`src/core/php_consts.svh`:
```
// How it works
// while the init input is low every internal register is cleared to zero.
// transfers happen only on a phase-two pulse, never outside it.
// direction high reads from the device, low writes into it.
// there are two interrupt request outputs, one per side.
// each interrupt output is active low open drain, pulling only low.
// the data lines are released except during a selected read.
// a cycle is answered only with both high selects high, low select low.
// the two register picks choose which register the cycle reaches.
// an interrupt input must be held active at least 500 ns to be seen; the code registers it on every clock, so one clock is enough.
// picks 0/2 reach side data or direction by control bit 2, 1/3 control.
// write data is latched in phase two and stored after its trailing edge.
// when not selected the direction, picks and data are ignored.
`ifndef PHP_CONSTS_SVH
`define PHP_CONSTS_SVH
`define PHP_DATA_W        8
`define PHP_PICK_PORT_A   2'h0
`define PHP_PICK_CTRL_A   2'h1
`define PHP_PICK_PORT_B   2'h2
`define PHP_PICK_CTRL_B   2'h3
`define PHP_CTRL_SEL_BIT  2
`define PHP_CTRL_IRQ1_BIT 7
`define PHP_CTRL_IRQ2_BIT 6
`define PHP_RESET_VAL     8'h00
`define PHP_IRQ_PULSE_NS  500
`define PHP_CLK_PERIOD_NS 4
`define PHP_IRQ_PULSE_CYC \
   ((`PHP_IRQ_PULSE_NS + `PHP_CLK_PERIOD_NS - 1) / `PHP_CLK_PERIOD_NS)
`endif

```
`src/core/php_pkg.sv`:
```
package php_pkg;
   typedef struct packed {
      logic       sel_hi_first;
      logic       sel_hi_second;
      logic       sel_lo_n;
      logic [1:0] pick;
      logic       rd_not_wr;
   } php_bus_t;
   typedef struct packed {
      logic [7:0] data;
      logic [7:0] direction;
      logic [7:0] control;
   } php_side_t;
endpackage

```
`src/core/php_host_port.sv`:
```
`timescale 1ns/100ps
`include "php_consts.svh"
module php_host_port #(
   parameter int DATA_W = `PHP_DATA_W
) (
   input  wire logic              clk_in,
   input  wire logic              rst_in,
   input  wire logic              init_low_input_n_in,
   input  wire logic              phase_two_in,
   input  wire php_pkg::php_bus_t bus_in,
   input  wire logic [DATA_W-1:0] host_data_bus_in,
   output logic [DATA_W-1:0]      host_data_bus_out,
   output logic                   host_data_bus_oe_out,
   input  wire logic [DATA_W-1:0] side_a_pins_in,
   input  wire logic [DATA_W-1:0] side_b_pins_in,
   input  wire logic              side_a_irq_src_in,
   input  wire logic              side_b_irq_src_in,
   output logic                   side_a_irq_n_out,
   output logic                   side_a_irq_n_oe_out,
   output logic                   side_b_irq_n_out,
   output logic                   side_b_irq_n_oe_out,
   output php_pkg::php_side_t     side_a_out,
   output php_pkg::php_side_t     side_b_out
);
   php_pkg::php_side_t a_reg;
   php_pkg::php_side_t b_reg;
   logic [DATA_W-1:0]  latch_reg;
   logic [1:0]         pick_reg;
   logic               wr_pend_reg;
   logic               p2_reg;
   logic               irq_a_reg;
   logic               irq_b_reg;
   logic [DATA_W-1:0]  rd_next;
   logic               selected;
   logic               trail;

   assign selected = bus_in.sel_hi_first && bus_in.sel_hi_second
                     && !bus_in.sel_lo_n;
   assign trail = p2_reg && !phase_two_in;

   always_ff @(posedge clk_in or posedge rst_in) begin
      if (rst_in) begin
         p2_reg <= 1'b0;
      end else if (!init_low_input_n_in) begin
         p2_reg <= 1'b0;
      end else begin
         p2_reg <= phase_two_in;
      end
   end

   // latch during phase two, hold pick for the trailing edge
   always_ff @(posedge clk_in or posedge rst_in) begin
      if (rst_in) begin
         latch_reg   <= `PHP_RESET_VAL;
         pick_reg    <= 2'h0;
         wr_pend_reg <= 1'b0;
      end else if (!init_low_input_n_in) begin
         latch_reg   <= `PHP_RESET_VAL;
         pick_reg    <= 2'h0;
         wr_pend_reg <= 1'b0;
      end else if (phase_two_in && selected && !bus_in.rd_not_wr) begin
         latch_reg   <= host_data_bus_in;
         pick_reg    <= bus_in.pick;
         wr_pend_reg <= 1'b1;
      end else if (trail || !phase_two_in) begin
         wr_pend_reg <= 1'b0;
      end
   end

   // register store after trailing edge
   always_ff @(posedge clk_in or posedge rst_in) begin
      if (rst_in) begin
         a_reg <= '0;
         b_reg <= '0;
      end else if (!init_low_input_n_in) begin
         a_reg <= '0;
         b_reg <= '0;
      end else if (trail && wr_pend_reg) begin
         unique case (pick_reg)
            `PHP_PICK_PORT_A: begin
               if (a_reg.control[`PHP_CTRL_SEL_BIT]) a_reg.data <= latch_reg;
               else a_reg.direction <= latch_reg;
            end
            `PHP_PICK_CTRL_A: a_reg.control[5:0] <= latch_reg[5:0];
            `PHP_PICK_PORT_B: begin
               if (b_reg.control[`PHP_CTRL_SEL_BIT]) b_reg.data <= latch_reg;
               else b_reg.direction <= latch_reg;
            end
            `PHP_PICK_CTRL_B: b_reg.control[5:0] <= latch_reg[5:0];
         endcase
      end
   end

   // interrupt sources, sampled once per cycle
   always_ff @(posedge clk_in or posedge rst_in) begin
      if (rst_in) begin
         irq_a_reg <= 1'b0;
         irq_b_reg <= 1'b0;
      end else if (!init_low_input_n_in) begin
         irq_a_reg <= 1'b0;
         irq_b_reg <= 1'b0;
      end else begin
         irq_a_reg <= side_a_irq_src_in;
         irq_b_reg <= side_b_irq_src_in;
      end
   end

   // read mux, pins for side a data, side b outputs from its data register, control with live flags
   always_comb begin
      rd_next = '0;
      unique case (bus_in.pick)
         `PHP_PICK_PORT_A: rd_next = a_reg.control[`PHP_CTRL_SEL_BIT]
                                     ? side_a_pins_in : a_reg.direction;
         `PHP_PICK_CTRL_A: rd_next = {irq_a_reg, 1'b0, a_reg.control[5:0]};
         `PHP_PICK_PORT_B: rd_next = b_reg.control[`PHP_CTRL_SEL_BIT]
                                     ? ((b_reg.data & b_reg.direction)
                                        | (side_b_pins_in & ~b_reg.direction))
                                     : b_reg.direction;
         `PHP_PICK_CTRL_B: rd_next = {irq_b_reg, 1'b0, b_reg.control[5:0]};
      endcase
   end

   always_ff @(posedge clk_in or posedge rst_in) begin
      if (rst_in) begin
         host_data_bus_out <= `PHP_RESET_VAL;
      end else if (!init_low_input_n_in) begin
         host_data_bus_out <= `PHP_RESET_VAL;
      end else begin
         host_data_bus_out <= rd_next;
      end
   end

   assign host_data_bus_oe_out = phase_two_in && selected
                                 && bus_in.rd_not_wr;
   assign side_a_irq_n_out    = 1'b0;
   assign side_a_irq_n_oe_out = irq_a_reg;
   assign side_b_irq_n_out    = 1'b0;
   assign side_b_irq_n_oe_out = irq_b_reg;
   assign side_a_out = a_reg;
   assign side_b_out = b_reg;
endmodule

```
`config.mk`:
```
export PLATFORM = sky130hd
export DESIGN_NAME = php_host_port
export DESIGN_NICKNAME = d
export VERILOG_FILES = /design/src/core/php_pkg.sv /design/src/core/php_host_port.sv
export VERILOG_INCLUDE_DIRS = /design/src /design/src/core
export SDC_FILE = /design/constraint.sdc
export NUM_CORES = 1
export LEC_CHECK = 0
export BUFFER_PORTS_ARGS = -buffer_cell sky130_fd_sc_hd__buf_2
export CAP_MARGIN = 20
export CORE_MARGIN = 2
export CORE_UTILIZATION = 40
export DETAILED_ROUTE_END_ITERATION = 10
export GPL_ROUTABILITY_DRIVEN = 0
export PLACE_DENSITY = 0.75
export RECOVER_POWER = 25
export SLEW_MARGIN = 20
export SYNTH_ARGS = -nofsm -noshare
export SYNTH_HDL_FRONTEND = slang
export SYNTH_SLANG_ARGS = --single-unit
```
`constraint.sdc`:
```
create_clock -name clk_in -period 2.1 [get_ports clk_in]
set_input_delay 0.105 -clock clk_in [delete_from_list [all_inputs] [get_ports clk_in]]
set_output_delay 0.105 -clock clk_in [all_outputs]
set_load 0.05 [all_outputs]
```
==> summary.txt, run 1 <==
Critical path
  • Crit path kind: reg -> reg
  • CP peak stage delay: between 600 and 700 ps
  • Slowest-stage cell, CP: dfrtp_1
  • Reg2Reg Depth: 3
  • Required time of the critical path: 2350 ps
  • Crit Reg-Reg Endpoint: side_a_out[16]
  • Setup crit end kind: register
  • Critical path startpoint category: register
  • CP arrival: around 2000 ps
  • FF-to-FF setup slack: between 300 and 400 ps
  • Worst path cell trace: inv_1 > nor3_4 > mux2i_1
  • RR Startpoint: side_a_out[2]
  • Max FO, Critical Path: 13

Synthesis
  • Syn_area_per_cell: 10.79 um^2
  • Most frequent cells after synthesis: 66 x dfrtp_1, 43 x nand2_1, 40 x mux2i_1, 19 x a21oi_1, 16 x o21ai_0
  • Fraction of registers with async set/reset: 1.000
  • Register area share after synthesis: 0.5244
  • Area leader, netlist: dfrtp_1
  • Synth top area share: 0.5244
  • Synthesized area: roughly 3100 um^2
  • Adder-cell share of the synthesized area: 0
  • Post-synth EDFFs: 0
  • Post-synthesis xor/xnor area fraction: 0
  • Synth Area in Simple Gates: 0.1391
  • Cell variety after synth: 34
  • Largest family of logic cells by synthesized area: multiplexers
  • Yosys warns: 0
  • Cell count after synthesis: around 290
  • Most frequent cell after synthesis: dfrtp_1
  • Seq cells post-synth: between 60 and 70
  • Synth top area cells: dfrtp_1 52%, mux2i_1 13%, mux2_2 5.4%
  • Synth Flop Type: dfrtp_1
  • Mux contribution to synthesized area: 0.1808
  • Compound-Gate Fraction of Synth Area: 0.1069

Min path
  • Hold path depth: 3
  • Hold crit path type: in -> reg
  • Hold_sp: host_data_bus_in[2]
  • Hold endpoint: latch_reg[2]

Power
  • Max VDD drop: 233.1 uV
  • PwrDens: 640.0 nW/um^2
  • Combinational power share: 0.094
  • Psw: about 0.63 mW
  • Pint: around 1.8 mW
  • Pleak: 1.910 nW
  • Sequential Power Share: 0.525
  • Power Total: 2.461 mW
  • Clock power share: 0.381
  • Switch share: 0.2545

Drt
  • Post-route DRC: 0
  • Initial DRC count: ~160
  • Final ANT Viol Nets: 0
  • Total Wirelength: slightly below 8000 um
  • Routed len/inst: around 16 um
  • Drt first pass iters: 4
  • Vias: between 2000 and 3000
  • Mean number of vias per cell: a little over 5

Floorplanning
  • Starting density of the core: 0.4097
  • Die height: slightly above 90 um
  • Num rows: 32
  • Die area: around 8600 um^2
  • Die W: 92.73 um
  • Core area: between 7000 and 8000 um^2
  • Ports: between 90 and 100

Status
  • Status: finished, final reports clean

Layout
  • Layout Utilization: 0.5002
  • Final net count: approximately 420
  • Layout area overhead: 22.09%
  • Layout cell share with drive strength beyond 1: 0.2481
  • # diodes: 0

Placement
  • HPWL Detailed: 5596 um
  • Port bufs: 90
  • Setup slack at placement: 422.9 ps

STA
  • Worst Tran Pin Value: between 800 and 900 ps
  • RSZ-0062 raised after global routing: false
  • Tmin final: between 1500 and 2000 ps
  • Maximum clock frequency: roughly 590 MHz
  • # setup viols final: 0
  • Final Cycle Share: 0.8097
  • Pins Over Slew Limit: 0
  • Setup TNS: 0 ps
  • Relative slew slack: 0.4063
  • Final hold violation count: 0
  • Min setup slack post-route: approximately 400 ps
  • Fin Hold WS: roughly 15 ps
  • Clock skew: between 8 and 9 ps

Clock tree
  • Root Buffer: clkbuf_8
  • Worst-path clk slew: 70 ps
  • Skew-Pair Late Insertion Delay: 330 ps
  • Maximum root-to-sink buffer count: 2
  • CTS tree: built
  • H-tree levels: 3
  • CTS buffer count: 9
  • CTS Sinks: 66

Global route
  • Largest net degree at the start of global routing: 40
  • First-pass GRT wire length: 12430 um
  • GRT overflow: 0
  • Vias in the first global route: 2456
  • Tot GR Track Use: 0.1908
  • Initial antenna violation count: 0

Job
  • Max capacitance violation total: 0
## worst max-delay path, delay by kind of cell, from the launching register on
family / cells / cell delay [ps]
mux: 1 / 250
simple gates: 1 / 530
flops: 1 / 630
buf+inv: 1 / 210
## layout by cell type, fill, tap and decap left out, types with 2 or more instances in the layout
cell type | netlist | final
a2111oi_0 | 2 | 2
a211oi_1 | 7 | 7
a21o_1 | 7 | 7
a21oi_1 | 19 | 19
and2_1 | 9 | 8
buf_2 | 3 | 58
clkbuf_1 | 12 | 35
clkbuf_8 | 0 | 11
conb_1 | 1 | 6
dfrtp_1 | 66 | 66
dlygate4sd3_1 | 0 | 6
inv_1 | 7 | 6
mux2_2 | 15 | 15
mux2i_1 | 40 | 40
nand2_1 | 43 | 43
nand2b_1 | 2 | 2
nand3_1 | 11 | 11
nand3b_1 | 7 | 7
nor3_4 | 2 | 2
o21ai_0 | 16 | 16
or3_1 | 2 | 2
## area by class of cell
class,instances,area [um^2]
flip-flops and latches,66,1652
repair buffers,99,501.7
well taps,102,127.6
inverters,7,26.28
clock buffers,13,158.9
clock inverters,2,12.51
multi-input cells,200,1366
fillers,720,3842
## power by group through the flow
| stage | registers [mW] | clock network (mW) | logic (mW) |
|---|---|---|---|
| after floorplan | 1.35 | 0 | 0.121 |
| after global placement | 1.32 | 0 | 0.225 |
| after detailed placement | 1.32 | 0 | 0.228 |
| after CTS | 1.29 | 0.964 | 0.236 |
| after global routing | 1.29 | 1.02 | 0.252 |
| final | 1.29 | 0.937 | 0.231 |
## metal layers
| metal | vias up | track usage | share of wire |
|---|---|---|---|
| li1 | 1192 | - | - |
| met1 | 1232 | 0.2530 | 0.45 |
| met2 | 89 | 0.3060 | 0.48 |
| met3 | 2 | 0.06021 | 0.071 |
| met4 | 0 | 0.04779 | 0.0022 |
| met5 | - | 0 | 0 |
## how the worst max path moves through the flow
| stage | endpoint | startpoint | slack (ps) | cells after the start |
|---|---|---|---|---|
| 6_report | side_a_out[16] | side_a_out[2] | 400 | 3 |
| 5_1_grt | host_data_bus_out[7] | side_b_out[2] | 300 | 4 |
| 4_1_cts | side_a_out[16] | side_a_out[2] | 420 | 3 |
| 3_5_place_dp | side_a_out[16] | side_a_out[2] | 420 | 3 |
| 3_3_place_gp | side_a_out[15] | pick_reg[1] | 460 | 3 |
| 2_1_floorplan | host_data_bus_out[0] | rst_in | 340 | 1 |
## metrics by stage
stage / cell area, um^2 / cells
final: 3845 / 489
after global routing: 3845 / 489
after CTS: 3889 / 489
after detailed placement: 3657 / 468
after global placement: 3657 / 468
after floorplan: 3168 / 297
## timing repair
| item | 4_1_cts | 5_1_grt |
|---|---|---|
| hold buffers | 6 | 0 |
| setup buffers | 0 | 0 |
| endpoints found under the hold margin | 43 | 0 |
| gates resized for setup | 0 | 0 |
## cells by family (layout without fill, tap and decap cells)
logic type             Yosys count  count (layout)
AND/OR/NAND/NOR                 83              83
buffers and inverters           31             121
other                            1               6
flip-flops                      66              66
multiplexers                    55              55
AO/OA/AOI/OAI                   56              56
Note: power is estimated with default switching activity, not from simulation.
==> run 2, diff against run 1 <==
clock period = 1.75 ns   (was 2.1 ns; I/O delays follow)
==> run 2 against run 1 <==
Net effect:
- sequential cell count stayed put
- register-to-register slack worse by 340 ps
- wire length is 1.6% higher
- clock power is 15% higher
- final area is 2.8% higher
- first-iteration DRC count is 0.65% lower
- global-route usage is 0.31 points higher
- non-clock buffer count is 11 higher
- critical path depth stayed put
==> summary.txt, run 2 (synthesis gave the netlist of run 1 again) <==
Drt
  • Final ANT Viol Nets: 0 (unchanged)
  • Drt first pass iters: 4 (unchanged)
  • Total Wirelength: 8012 um (+1.6%)
  • Routed len/inst: 16.09 um (-0.19%)
  • Vias: 2508 (-0.28%)
  • Mean number of vias per cell: 5.036 (-2.1%)
  • Initial DRC count: 154 (-0.65%)
  • Post-route DRC: 0 (unchanged)

Global route
  • GR peak layer: met2
  • GRT met1 Usage: 0.2628 (+0.009726)
  • Vias in the first global route: 2437 (-0.77%)
  • GRT overflow: 0 (unchanged)
  • Routing usage on met2: 0.3078 (+0.001825)
  • Initial antenna violation count: 0 (unchanged)
  • Largest net degree at the start of global routing: 47 (+18%)
  • First-pass GRT wire length: 12630 um (+1.7%)
  • Met3 Use GR: 0.05858 (-0.001627)
  • Tot GR Track Use: 0.1939 (+0.003150)

Clock tree
  • Root Buffer: clkbuf_8
  • Skew-Pair Late Insertion Delay: 340 ps (about the same)
  • CTS tree: built
  • H-tree levels: 3 (unchanged)
  • Worst-path clk slew: 60 ps (about the same)
  • Post-CTS Hold Buffers: 9 (+3)
  • CTS Sinks: 66 (unchanged)
  • Cts repair resizes: 0 (unchanged)
  • Postcts setup bufs: 0 (unchanged)
  • CTS buffer count: 9 (unchanged)
  • Maximum root-to-sink buffer count: 2 (unchanged)

Power
  • Power Total: 2.919 mW (+19%)
  • Max VDD drop: 318.8 uV (+37%)
  • Psw: 0.7199 mW (+15%)
  • Sequential Power Share: 0.531 (+0.006)
  • PwrDens: 738.4 nW/um^2 (+15%)
  • Combinational power share: 0.099 (+0.005)
  • Pint: 2.199 mW (+20%)
  • Clock power share: 0.369 (-0.012)
  • Switch share: 0.2466 (-0.007849)
  • Pleak: 2.084 nW (+9.1%)

STA
  • Worst Tran Pin Value: 1160 ps (+269.6 ps)
  • Pins Over Slew Limit: 0 (unchanged)
  • Clock skew: 5.744 ps (-2.556 ps)
  • Min setup slack post-route: 61.91 ps (-337.7 ps)
  • RSZ-0062 raised after global routing: false
  • Final hold violation count: 0 (unchanged)
  • Relative slew slack: 0.2266 (-0.1797)
  • Maximum clock frequency: 592.4 MHz (+0.73%)
  • Final Cycle Share: 0.9646 (+0.1549)
  • # setup viols final: 0 (unchanged)
  • Tmin final: 1688 ps (-12.29 ps)
  • Setup TNS: 0 ps (unchanged)

Floorplanning
  • Die W: 92.73 um (unchanged)
  • Num rows: 32 (unchanged)
  • Ports: 97 (unchanged)
  • Core area: 7687 um^2 (unchanged)
  • Die area: 8599 um^2 (unchanged)
  • Starting density of the core: 0.4097 (unchanged)
  • Die height: 92.73 um (unchanged)

Critical path
  • Critical path startpoint category: register
  • Crit path kind: reg -> reg
  • Slowest-stage cell, CP: or3_1
  • CP arrival: 1890 ps (-60 ps)
  • Required time of the critical path: 1950 ps (-400 ps)
  • Worst path top cell family by delay: simple AND/OR/NAND/NOR gates
  • Worst path cell trace: or3b_4 > or3_1 > mux2i_1
  • Max FO, Critical Path: 8 (-5)
  • CP peak stage delay: 570 ps (-60 ps)
  • Setup crit end kind: register
  • WP buf/inv: 0 (-1)

Placement
  • Port bufs: 90 (unchanged)
  • HPWL Detailed: 5798 um (+3.6%)
  • Setup slack at placement: 74.58 ps (-348.3 ps)
  • Placed Instance Area: 3717 um^2 (+1.6%)

Layout
  • Layout area overhead: 25.55%
  • Multi-input logic area: 1366 um^2 (unchanged)
  • # diodes: 0 (unchanged)
  • Reg area: 1652 um^2 (unchanged)
  • Most common cell after layout, fill and taps aside: buf_2
  • Most frequent cells in the layout: 88 x buf_2, 66 x dfrtp_1, 43 x nand2_1, 40 x mux2i_1, 19 x a21oi_1
  • Fill cells: 733 (+1.8%)
  • Final net count: 430 (+2.6%)
  • Final instance area: 3954 um^2 (+2.8%)
  • Layout Utilization: 0.5143 (+0.01416)
  • Layout cell share with drive strength beyond 1: 0.3283 (+0.08022)

Min path
  • Hold crit path type: in -> reg

Status
  • Status: finished, final reports clean

Job
  • Max capacitance violation total: 0 (unchanged)
==> run 2: cell types whose count changed in the layout (fill, tap and decap cells not counted), sizes merged <==
cell and delta:
clkbuf -28, buf +36, clkinvlp -1, dlygate4sd3 +3
clkinv -1
==> run 2: area by class of cell <==
class	instances	area share
well taps	102	0.03228
flip-flops and latches	66	0.4177
repair buffers	110	0.1576
clock buffers	13	0.04019
inverters	7	0.006646
multi-input cells	200	0.3456
==> run 2: metal layers <==
metal / routed length (um) / up-vias
met2: 3873 / 100
met4: 79 / 0
met5: 0 / -
met3: 603 / 8
li1: - / 1208
met1: 3456 / 1192
==> run 2: through the flow <==
stage               cells  hold slack [ps]
finish                498            11.64
global route          498            27.44
floorplan             297            221.7
global placement      476            122.6
detailed placement    476            136.8
CTS                   498            6.414
==> run 2: worst paths after layout <==
kind / from / cells after the start / slack (ps) / to
max reg2reg: pick_reg[1] / 3 / 60 / side_a_out[15]
min in group asynchronous: rst_in / 3 / 480 / latch_reg[6]
max in group asynchronous: rst_in / 4 / 530 / side_b_out[22]
min: host_data_bus_in[0] / 3 / 10 / latch_reg[0]
min reg2reg: side_b_out[5] / 1 / 530 / side_b_out[5]
max: pick_reg[1] / 3 / 60 / side_a_out[15]
==> run 2: power groups by stage <==
stage	registers (mW)	logic [mW]	clock network, mW
4_1_cts	1.55	0.296	1.10
5_1_grt	1.55	0.314	1.19
3_5_place_dp	1.58	0.280	0
6_report	1.55	0.290	1.08
3_3_place_gp	1.58	0.276	0
2_1_floorplan	1.62	0.145	0
==> run 2: worst register-to-register path, cell delays in order, from the launching register on <==
cell     delay [ps]
dfrtp_1         390
or3b_4          410
or3_1           570
mux2i_1         200
